`src/tm2_pkg.sv`:
```
// Shared constants for the timer 2 compare-B, interrupt and asynchronous status block.
package tm2_pkg;

    localparam logic [7:0] ADDR_FLAGS      = 8'h37;
    localparam logic [7:0] ADDR_SYNC_CTRL  = 8'h43;
    localparam logic [7:0] ADDR_MASK       = 8'h70;
    localparam logic [7:0] ADDR_CTRL_A     = 8'hB0;
    localparam logic [7:0] ADDR_CTRL_B     = 8'hB1;
    localparam logic [7:0] ADDR_COUNTER    = 8'hB2;
    localparam logic [7:0] ADDR_CMP_A      = 8'hB3;
    localparam logic [7:0] ADDR_CMP_B      = 8'hB4;
    localparam logic [7:0] ADDR_ASYNC_STAT = 8'hB6;
    localparam logic [7:0] IO_SPACE_OFFSET = 8'h20;
    localparam logic [7:0] EXT_IO_BASE     = 8'h60;

    localparam int BIT_CMP_B     = 2;
    localparam int BIT_CMP_A     = 1;
    localparam int BIT_OVF       = 0;
    localparam int BIT_EXT_CLK   = 6;
    localparam int BIT_ASYNC_SEL = 5;
    localparam int BIT_HOLD_MODE = 7;
    localparam int BIT_SYNC_RST  = 0;
    localparam int BIT_ASYNC_RST = 1;

    localparam logic [2:0] IRQ_FIELD_MASK  = 3'h7;
    localparam logic [7:0] RESET_VALUE     = 8'h00;
    localparam logic [7:0] BOTTOM_VALUE    = 8'h00;
    localparam logic [7:0] MAX_VALUE       = 8'hFF;
    localparam logic [2:0] MODE_PC_PWM     = 3'h1;
    localparam logic [2:0] MODE_PC_PWM_OCA = 3'h5;
    localparam logic [2:0] MODE_CTC        = 3'h2;
    localparam logic [2:0] MODE_FAST_OCA   = 3'h7;

    // Register write targets that carry an update-busy bit, in status bit order 0..4.
    typedef enum logic [2:0] {
        TM2_UPD_CTRL_B,
        TM2_UPD_CTRL_A,
        TM2_UPD_CMP_B,
        TM2_UPD_CMP_A,
        TM2_UPD_COUNTER
    } tm2_upd_t;

    localparam int NUM_UPD = 5;

endpackage : tm2_pkg

```
`src/tm2_irq_async.sv`:
```
// Timer 2 compare-B, interrupt mask and flags, asynchronous status and prescaler sync control.
`timescale 1ns/1ns
`default_nettype none

module tm2_irq_async #(
    parameter int XFER_CYCLES = 4
) (
    input  wire logic       i_sys_clk,
    input  wire logic       i_rst,
    input  wire logic [7:0] i_addr,
    input  wire logic       i_io_space,
    input  wire logic       i_wr,
    input  wire logic       i_rd,
    input  wire logic [7:0] i_wdata,
    input  wire logic       i_global_irq_en,
    input  wire logic [2:0] i_irq_ack,
    input  wire logic       i_async_tick,
    output logic      [7:0] o_rdata,
    output logic      [2:0] o_irq_req,
    output logic            o_waveform_out_b,
    output logic            o_ext_clock_buf_en,
    output logic            o_crystal_osc_en,
    output logic            o_async_clock_sel,
    output logic            o_sync_prescaler_rst,
    output logic            o_async_prescaler_rst,
    output logic      [7:0] o_counter_value
);

    ////////////////////////////////////////////////////////////////////////////////
    // State.

    typedef struct packed {
        logic [7:0] rdata;
        logic [2:0] irq_req;
        logic [2:0] mask;
        logic [2:0] flags;
        logic [7:0] counter_value;
        logic [7:0] compare_a_value;
        logic [7:0] compare_b_value;
        logic [7:0] ctrl_a_reg;
        logic [7:0] ctrl_b_reg;
        logic [7:0] pend_counter;
        logic [7:0] pend_cmp_a;
        logic [7:0] pend_cmp_b;
        logic [7:0] pend_ctrl_a;
        logic [7:0] pend_ctrl_b;
        logic [4:0] upd_busy;
        logic [3:0] xfer_cnt;
        logic       ext_clock_in_en;
        logic       async_clock_sel;
        logic       sync_hold_mode;
        logic       sync_prescaler_rst;
        logic       async_prescaler_rst;
        logic       count_down;
        logic [9:0] prescale;
        logic       waveform_out_b;
        logic       ext_buf_en;
        logic       osc_en;
    } tm2_state_t;

    tm2_state_t s_q;
    tm2_state_t s_d;

    logic [7:0] eff_addr;
    logic       addr_ok;
    logic       tick;
    logic [2:0] mode;
    logic [7:0] top;
    logic [2:0] events;
    logic       wr_async;

    ////////////////////////////////////////////////////////////////////////////////
    // Combinational next state.

    always_comb begin
        s_d      = s_q;
        events   = 3'h0;
        // I/O instructions reach only the low region, shifted by 0x20.
        eff_addr = i_io_space ? 8'(i_addr + tm2_pkg::IO_SPACE_OFFSET) : i_addr;
        addr_ok  = !(i_io_space && (eff_addr >= tm2_pkg::EXT_IO_BASE));
        mode     = {s_q.ctrl_b_reg[3], s_q.ctrl_a_reg[1:0]};
        top      = (mode == tm2_pkg::MODE_PC_PWM_OCA || mode == tm2_pkg::MODE_CTC ||
                    mode == tm2_pkg::MODE_FAST_OCA) ? s_q.compare_a_value : tm2_pkg::MAX_VALUE;
        wr_async = i_wr && addr_ok && s_q.async_clock_sel;

        // Counter clock: I/O clock prescaled, or the asynchronous tick.
        s_d.prescale = 10'(s_q.prescale + 10'h001);
        if (s_q.sync_prescaler_rst) begin
            s_d.prescale = 10'h000;
        end
        if (s_q.async_clock_sel) begin
            tick = i_async_tick && !s_q.async_prescaler_rst;
        end else begin
            case (s_q.ctrl_b_reg[2:0])
                3'h0:    tick = 1'b0;
                3'h1:    tick = 1'b1;
                3'h2:    tick = s_q.prescale[2:0] == 3'h7;
                3'h3:    tick = s_q.prescale[4:0] == 5'h1F;
                3'h4:    tick = s_q.prescale[5:0] == 6'h3F;
                3'h5:    tick = s_q.prescale[6:0] == 7'h7F;
                3'h6:    tick = s_q.prescale[7:0] == 8'hFF;
                default: tick = s_q.prescale == 10'h3FF;
            endcase
            tick = tick && !s_q.sync_prescaler_rst;
        end

        if (tick) begin
            if (mode == tm2_pkg::MODE_PC_PWM || mode == tm2_pkg::MODE_PC_PWM_OCA) begin
                if (s_q.count_down) begin
                    s_d.counter_value = 8'(s_q.counter_value - 8'h01);
                    if (s_q.counter_value == 8'h01) begin
                        s_d.count_down = 1'b0;
                    end
                end else begin
                    s_d.counter_value = 8'(s_q.counter_value + 8'h01);
                    if (8'(s_q.counter_value + 8'h01) == top) begin
                        s_d.count_down = 1'b1;
                    end
                end
                // Overflow marks the turn at bottom in up-down PWM.
                events[tm2_pkg::BIT_OVF] = s_q.count_down &&
                                           s_q.counter_value == 8'(tm2_pkg::BOTTOM_VALUE + 8'h01);
            end else begin
                s_d.counter_value = (s_q.counter_value == top) ? tm2_pkg::BOTTOM_VALUE
                                                               : 8'(s_q.counter_value + 8'h01);
                events[tm2_pkg::BIT_OVF] = s_q.counter_value == tm2_pkg::MAX_VALUE;
            end
            events[tm2_pkg::BIT_CMP_A] = s_q.counter_value == s_q.compare_a_value;
            events[tm2_pkg::BIT_CMP_B] = s_q.counter_value == s_q.compare_b_value;
            if (events[tm2_pkg::BIT_CMP_B]) begin
                s_d.waveform_out_b = !s_q.waveform_out_b;
            end
        end

        // Pending asynchronous writes transfer after the link settles.
        if (s_q.upd_busy != 5'h00 && i_async_tick) begin
            if (s_q.xfer_cnt == 4'(XFER_CYCLES - 1)) begin
                s_d.xfer_cnt = 4'h0;
                s_d.upd_busy = 5'h00;
                if (s_q.upd_busy[tm2_pkg::TM2_UPD_COUNTER])
                    s_d.counter_value = s_q.pend_counter;
                if (s_q.upd_busy[tm2_pkg::TM2_UPD_CMP_A])
                    s_d.compare_a_value = s_q.pend_cmp_a;
                if (s_q.upd_busy[tm2_pkg::TM2_UPD_CMP_B])
                    s_d.compare_b_value = s_q.pend_cmp_b;
                if (s_q.upd_busy[tm2_pkg::TM2_UPD_CTRL_A])
                    s_d.ctrl_a_reg = s_q.pend_ctrl_a;
                if (s_q.upd_busy[tm2_pkg::TM2_UPD_CTRL_B])
                    s_d.ctrl_b_reg = s_q.pend_ctrl_b;
            end else begin
                s_d.xfer_cnt = 4'(s_q.xfer_cnt + 4'h1);
            end
        end

        // Flags: vector ack or written one clears, zero leaves, events win.
        s_d.flags = s_q.flags & ~i_irq_ack;
        if (i_wr && addr_ok && eff_addr == tm2_pkg::ADDR_FLAGS) begin
            s_d.flags = s_d.flags & ~i_wdata[2:0];
        end
        s_d.flags = s_d.flags | events;

        // Self-clearing sync reset unless hold mode keeps it.
        if (!s_q.sync_hold_mode) begin
            s_d.sync_prescaler_rst  = 1'b0;
            s_d.async_prescaler_rst = 1'b0;
        end

        // Register writes. A write during busy is not refused; hardware cannot protect it.
        if (i_wr && addr_ok) begin
            if (eff_addr == tm2_pkg::ADDR_MASK) begin
                s_d.mask = i_wdata[2:0] & tm2_pkg::IRQ_FIELD_MASK;
            end else if (eff_addr == tm2_pkg::ADDR_CMP_B) begin
                if (wr_async) begin
                    s_d.pend_cmp_b = i_wdata;
                    s_d.upd_busy[tm2_pkg::TM2_UPD_CMP_B] = 1'b1;
                end else begin
                    s_d.compare_b_value = i_wdata;
                end
            end else if (eff_addr == tm2_pkg::ADDR_CMP_A) begin
                if (wr_async) begin
                    s_d.pend_cmp_a = i_wdata;
                    s_d.upd_busy[tm2_pkg::TM2_UPD_CMP_A] = 1'b1;
                end else begin
                    s_d.compare_a_value = i_wdata;
                end
            end else if (eff_addr == tm2_pkg::ADDR_COUNTER) begin
                if (wr_async) begin
                    s_d.pend_counter = i_wdata;
                    s_d.upd_busy[tm2_pkg::TM2_UPD_COUNTER] = 1'b1;
                end else begin
                    s_d.counter_value = i_wdata;
                end
            end else if (eff_addr == tm2_pkg::ADDR_CTRL_A) begin
                if (wr_async) begin
                    s_d.pend_ctrl_a = i_wdata;
                    s_d.upd_busy[tm2_pkg::TM2_UPD_CTRL_A] = 1'b1;
                end else begin
                    s_d.ctrl_a_reg = i_wdata;
                end
            end else if (eff_addr == tm2_pkg::ADDR_CTRL_B) begin
                if (wr_async) begin
                    s_d.pend_ctrl_b = i_wdata & 8'h3F;
                    s_d.upd_busy[tm2_pkg::TM2_UPD_CTRL_B] = 1'b1;
                end else begin
                    s_d.ctrl_b_reg = i_wdata & 8'h3F;
                end
            end else if (eff_addr == tm2_pkg::ADDR_ASYNC_STAT) begin
                s_d.ext_clock_in_en = i_wdata[tm2_pkg::BIT_EXT_CLK];
                s_d.async_clock_sel = i_wdata[tm2_pkg::BIT_ASYNC_SEL];
            end else if (eff_addr == tm2_pkg::ADDR_SYNC_CTRL) begin
                s_d.sync_hold_mode = i_wdata[tm2_pkg::BIT_HOLD_MODE];
                if (i_wdata[tm2_pkg::BIT_HOLD_MODE]) begin
                    s_d.sync_prescaler_rst  = i_wdata[tm2_pkg::BIT_SYNC_RST];
                    s_d.async_prescaler_rst = i_wdata[tm2_pkg::BIT_ASYNC_RST];
                end else begin
                    // Reset still acts for this one cycle, then both start together.
                    s_d.sync_prescaler_rst  = i_wdata[tm2_pkg::BIT_SYNC_RST];
                    s_d.async_prescaler_rst = i_wdata[tm2_pkg::BIT_ASYNC_RST];
                end
            end
        end

        // Clock pin buffer and crystal oscillator enables.
        s_d.ext_buf_en = s_d.ext_clock_in_en && s_d.async_clock_sel;
        s_d.osc_en     = s_d.async_clock_sel && !s_d.ext_clock_in_en;

        // Request needs mask, global enable and flag together.
        s_d.irq_req = s_d.flags & s_d.mask & {3{i_global_irq_en}};

        // Read data is registered, so it appears the cycle after the strobe.
        s_d.rdata = 8'h00;
        if (i_rd && addr_ok) begin
            if (eff_addr == tm2_pkg::ADDR_FLAGS) begin
                s_d.rdata = {5'h00, s_q.flags};
            end else if (eff_addr == tm2_pkg::ADDR_MASK) begin
                s_d.rdata = {5'h00, s_q.mask};
            end else if (eff_addr == tm2_pkg::ADDR_CMP_B) begin
                s_d.rdata = s_q.compare_b_value;
            end else if (eff_addr == tm2_pkg::ADDR_CMP_A) begin
                s_d.rdata = s_q.compare_a_value;
            end else if (eff_addr == tm2_pkg::ADDR_COUNTER) begin
                s_d.rdata = s_q.counter_value;
            end else if (eff_addr == tm2_pkg::ADDR_CTRL_A) begin
                s_d.rdata = s_q.ctrl_a_reg;
            end else if (eff_addr == tm2_pkg::ADDR_CTRL_B) begin
                s_d.rdata = s_q.ctrl_b_reg;
            end else if (eff_addr == tm2_pkg::ADDR_ASYNC_STAT) begin
                s_d.rdata = {1'b0, s_q.ext_clock_in_en, s_q.async_clock_sel, s_q.upd_busy};
            end else if (eff_addr == tm2_pkg::ADDR_SYNC_CTRL) begin
                s_d.rdata = {s_q.sync_hold_mode, 6'h00, s_q.sync_prescaler_rst};
            end
        end
    end

    ////////////////////////////////////////////////////////////////////////////////
    // Registers.

    always_ff @(posedge i_sys_clk) begin
        if (i_rst) begin
            s_q <= '0;
        end else begin
            s_q <= s_d;
        end
    end

    assign o_rdata               = s_q.rdata;
    assign o_irq_req             = s_q.irq_req;
    assign o_waveform_out_b      = s_q.waveform_out_b;
    assign o_ext_clock_buf_en    = s_q.ext_buf_en;
    assign o_crystal_osc_en      = s_q.osc_en;
    assign o_async_clock_sel     = s_q.async_clock_sel;
    assign o_sync_prescaler_rst  = s_q.sync_prescaler_rst;
    assign o_async_prescaler_rst = s_q.async_prescaler_rst;
    assign o_counter_value       = s_q.counter_value;

endmodule : tm2_irq_async

`default_nettype wire

```
`config.mk`:
```
export PLATFORM = sky130hd
export DESIGN_NAME = tm2_irq_async
export DESIGN_NICKNAME = d
export VERILOG_FILES = /design/src/tm2_pkg.sv /design/src/tm2_irq_async.sv
export SDC_FILE = /design/constraint.sdc
export NUM_CORES = 1
export LEC_CHECK = 0
export BUFFER_PORTS_ARGS = -buffer_cell sky130_fd_sc_hd__buf_2
export CAP_MARGIN = 30
export CORE_MARGIN = 3
export CORE_UTILIZATION = 59
export DETAILED_ROUTE_END_ITERATION = 10
export PLACE_DENSITY = 0.84
export SYNTH_ARGS = -nofsm -noshare
export SYNTH_HDL_FRONTEND = slang
export SYNTH_SLANG_ARGS = --single-unit
```
`constraint.sdc`:
```
create_clock -name i_sys_clk -period 6.3 [get_ports i_sys_clk]
set_input_delay 0.63 -clock i_sys_clk [delete_from_list [all_inputs] [get_ports i_sys_clk]]
set_output_delay 0.63 -clock i_sys_clk [all_outputs]
set_load 0.1 [all_outputs]
```
==> flow_metrics.py <==
metrics = {
    "outcome": {
        "status": "completed",
    },
    "worst_setup_path": {
        "cp.required_ns": 6.62,
        "crit_chain": "or4_1 -> o21a_1 -> nor2b_2 -> buf_4 -> nand2_1 -> mux2i_1 -> a211oi_1",
        "slowest_stage": "nor2b_2",
        "cp-startpoint": "s_q[24]$_SDFF_PP0_",
        "r2r_start": "s_q[24]$_SDFF_PP0_",
        "worstPathMaxFanout": 20,
        "path_depth": 7,
        "crit_path_max_incr_delay_ns": 0.75,
        "rrSetupSlack_ns": 3.31,
        "crit_type": "reg -> reg",
        "crit_family": "simple AND/OR/NAND/NOR gates",
        "endpoint_kind": "flop",
        "start_kind": "flop",
        "crit_path_end": "s_q[69]$_SDFF_PP0_",
        "cp.arrival_ns": 3.31,
        "crit_buf_inv": 1,
        "reg2reg_to": "s_q[69]$_SDFF_PP0_",
        "reg2reg_depth": 7,
    },
    "pwr": {
        "peakVddDrop_mv": 0.1602,
        "powerDensity_nw_per_um2": 237.2,
        "power_leakage_nw": 2.869,
    },
    "drt": {
        "wirelength_um": 20420,
        "drt_first_pass_iters": 6,
        "detail_route.wl_per_cell_um": 20.57,
        "ant_nets": 0,
        "drtIter0Drc": 822,
        "vias": 6552,
        "drc": 0,
        "viasPerCell": 6.598,
    },
    "clock_network": {
        "postCtsHoldBufs": 0,
        "htree_num_levels": 4,
        "ctsResizeCount": 0,
        "cts_tree": "done",
        "cts_made_buffers": 17,
        "cts.sinks": 123,
        "clkTransAtPathRegs_ns": 0.06,
        "clk_latency_ns": 0.42,
        "clk_path_buf_depth": 2,
        "root_buffer": "clkbuf_16",
        "post_cts_buffers": 0,
    },
    "die": {
        "row_count": 39,
        "num_io_pins": 51,
        "die_width_um": 115.7,
        "core_um2": 11610,
        "start_util_pct": 61.18,
        "fp.dieArea_um2": 13400,
        "die_y_um": 115.7,
    },
    "place": {
        "post-dp-hpwl_um": 13790,
        "io_buffer_count": 50,
        "globalplace.congestion": 0.9667,
        "dp_cells": 964,
    },
    "layout": {
        "areaGrowthSynthToFinish_pct": 9.104,
        "nFillCells": 945,
        "fin_nets": 874,
        "utilization_pct": 66.75,
        "instances_no_fill": 993,
        "mostFrequentLayoutCell": "dfxtp_1",
        "drive_above_1_share_pct": 14.94,
        "layout_common_cells": "123 x dfxtp_1, 112 x nor2_1, 59 x nand2_1, 59 x mux2i_1, 51 x buf_2",
        "diodes": 0,
    },
    "sta": {
        "period_needed_ns": 2.992,
        "fin_crit_sh_pct": 47.50,
        "max_freq_ghz": 0.3342,
        "finalMaxSlewViolations": 0,
        "hold_viol_final": 0,
        "whs_ns": 0.4409,
        "clock_skew_ns": 0.006540,
        "final-setup-viol-count": 0,
        "relSlewSlack_pct": 39.29,
        "max_slew.worst_pin.slew_ns": 0.9090,
        "finalSetupTns_ns": 0,
        "rsz0062_at_grt": "false",
    },
    "synth": {
        "synth-seq-cells": 123,
        "yosysSeqAreaShare_pct": 34.65,
        "synth_ff_type": "dfxtp_1",
        "synthesis.nets": 884,
        "ys_types": 85,
        "synth-edff-count": 0,
        "yosys_warnings": 0,
        "syn_area_um2": 7106,
        "syn_avg_cell_area_um2": 8.359,
        "synth_cells": 850,
        "async_reset_ff_share_pct": 0,
    },
    "min_path": {
        "min_path_type": "reg -> reg",
        "worstHoldPathCells": 2,
        "hp-start": "s_q[74]$_SDFF_PP0_",
    },
    "grt": {
        "grt_pass1_wl_um": 32270,
        "antenna_found_initial": 0,
        "gr-total-overflow": 0,
        "grt_use_total_pct": 30.98,
        "grt_pass1_vias": 6182,
        "grt_max_degree": 65,
    },
    "job": {
        "maxCapViolCount": 0,
    },
}
## flip-flops by register name, summed over array words and instances, names as in the netlist
register and flops:
mode 3, o_async_clock_sel 1, o_crystal_osc_en 1, s_q 95, o_counter_value 8, o_async_prescaler_rst 1, o_waveform_out_b 1, o_irq_req 3
o_sync_prescaler_rst 1, o_rdata 8, o_ext_clock_buf_en 1
## report_power, final
group          leakage [nW]  internal, mW  switching [mW]
sequential            0.991         0.781         0.00287
clock                 0.281         0.633           0.340
combinational          1.60        0.0225          0.0597
## kinds of logic (layout without fill, tap and decap cells)
logic type                 Yosys count  in the layout  synth area share [%]
xor gates and xnor gates            37             37                 4.561
and+or+nand+nor                    351            351                 26.36
adders and majority gates            8              8                 1.409
muxes                               61             61                 8.628
DFF                                123            123                 34.65
AOI/OAI and AO/OA                  166            166                 17.47
buffers and inverters              104            104                 6.920
## through the flow
step           worst slack [ns]  cell area [um2]  total power, mW
2_1_floorplan             3.636             7106           0.8533
3_3_place_gp              2.727             7159           0.8786
3_5_place_dp              3.063             7172           0.8792
4_1_cts                   3.333             7752            1.839
5_1_grt                   3.097             7752            1.886
6_report                  3.308             7752            1.839
## worst min path at each step
stage                    endpoint
3_5_place_dp   s_q[74]$_SDFF_PP0_
5_1_grt        s_q[74]$_SDFF_PP0_
2_1_floorplan  s_q[74]$_SDFF_PP0_
6_report       s_q[74]$_SDFF_PP0_
4_1_cts        s_q[74]$_SDFF_PP0_
3_3_place_gp   s_q[74]$_SDFF_PP0_
## layout make-up
| type | instances | area [um2] | share of cell area [%] |
|---|---|---|---|
| multi-input cells | 623 | 4167 | 53.74 |
| inverters | 19 | 71.32 | 0.9199 |
| flip-flops and latches | 123 | 2462 | 31.76 |
| well taps | 143 | 178.9 | 2.308 |
| repair buffers | 56 | 292.8 | 3.777 |
| clock inverters | 8 | 120.1 | 1.549 |
| clock buffers | 21 | 460.4 | 5.939 |
## per-layer routing
layer / vias up / part of all wire, % / global-route usage, %
met5: - / 0 / 0
li1: 3041 / - / -
met3: 64 / 10 / 7.781
met1: 3072 / 40 / 39.58
met4: 0 / 3.7 / 13.61
met2: 375 / 46 / 49.81
## worst min-delay path, delay by kind of cell, from the launching register on
kind / cells / cell delay [ns]
buffers and inverters: 1 / 0.06
and+or+nand+nor: 1 / 0.05
DFF: 1 / 0.29
## Yosys cell counts (all sizes together) (4+ instances only)
library cell | number | share of area (%)
a22oi | 9 | 0.95
nor3b | 5 | 0.67
or3 | 4 | 0.35
nand3 | 44 | 3.1
nand2 | 59 | 3.1
mux2i | 59 | 8.3
nor4 | 8 | 0.92
a311oi | 19 | 2.4
ha | 8 | 1.4
xnor2 | 25 | 3.1
buf | 35 | 3.3
a211oi | 19 | 2.1
o22ai | 4 | 0.35
and2 | 6 | 0.53
a21o | 4 | 0.42
or4b | 5 | 0.70
and3 | 16 | 1.4
inv | 19 | 1.0
nor4b | 6 | 1.1
a2111oi | 4 | 0.76
a21oi | 28 | 2.0
o21ai | 18 | 1.3
nand3b | 7 | 0.74
nand4 | 9 | 0.79
dfxtp | 123 | 35
o21a | 5 | 0.53
nand2b | 9 | 0.90
clkbuf | 50 | 2.7
nor3 | 28 | 2.3
nor2 | 113 | 6.0
xor2 | 12 | 1.5
or3b | 6 | 0.77
nor2b | 5 | 0.44
a31oi | 12 | 1.1
or2 | 6 | 0.53
o211ai | 11 | 1.2
Power figures use the tool's default switching activity.
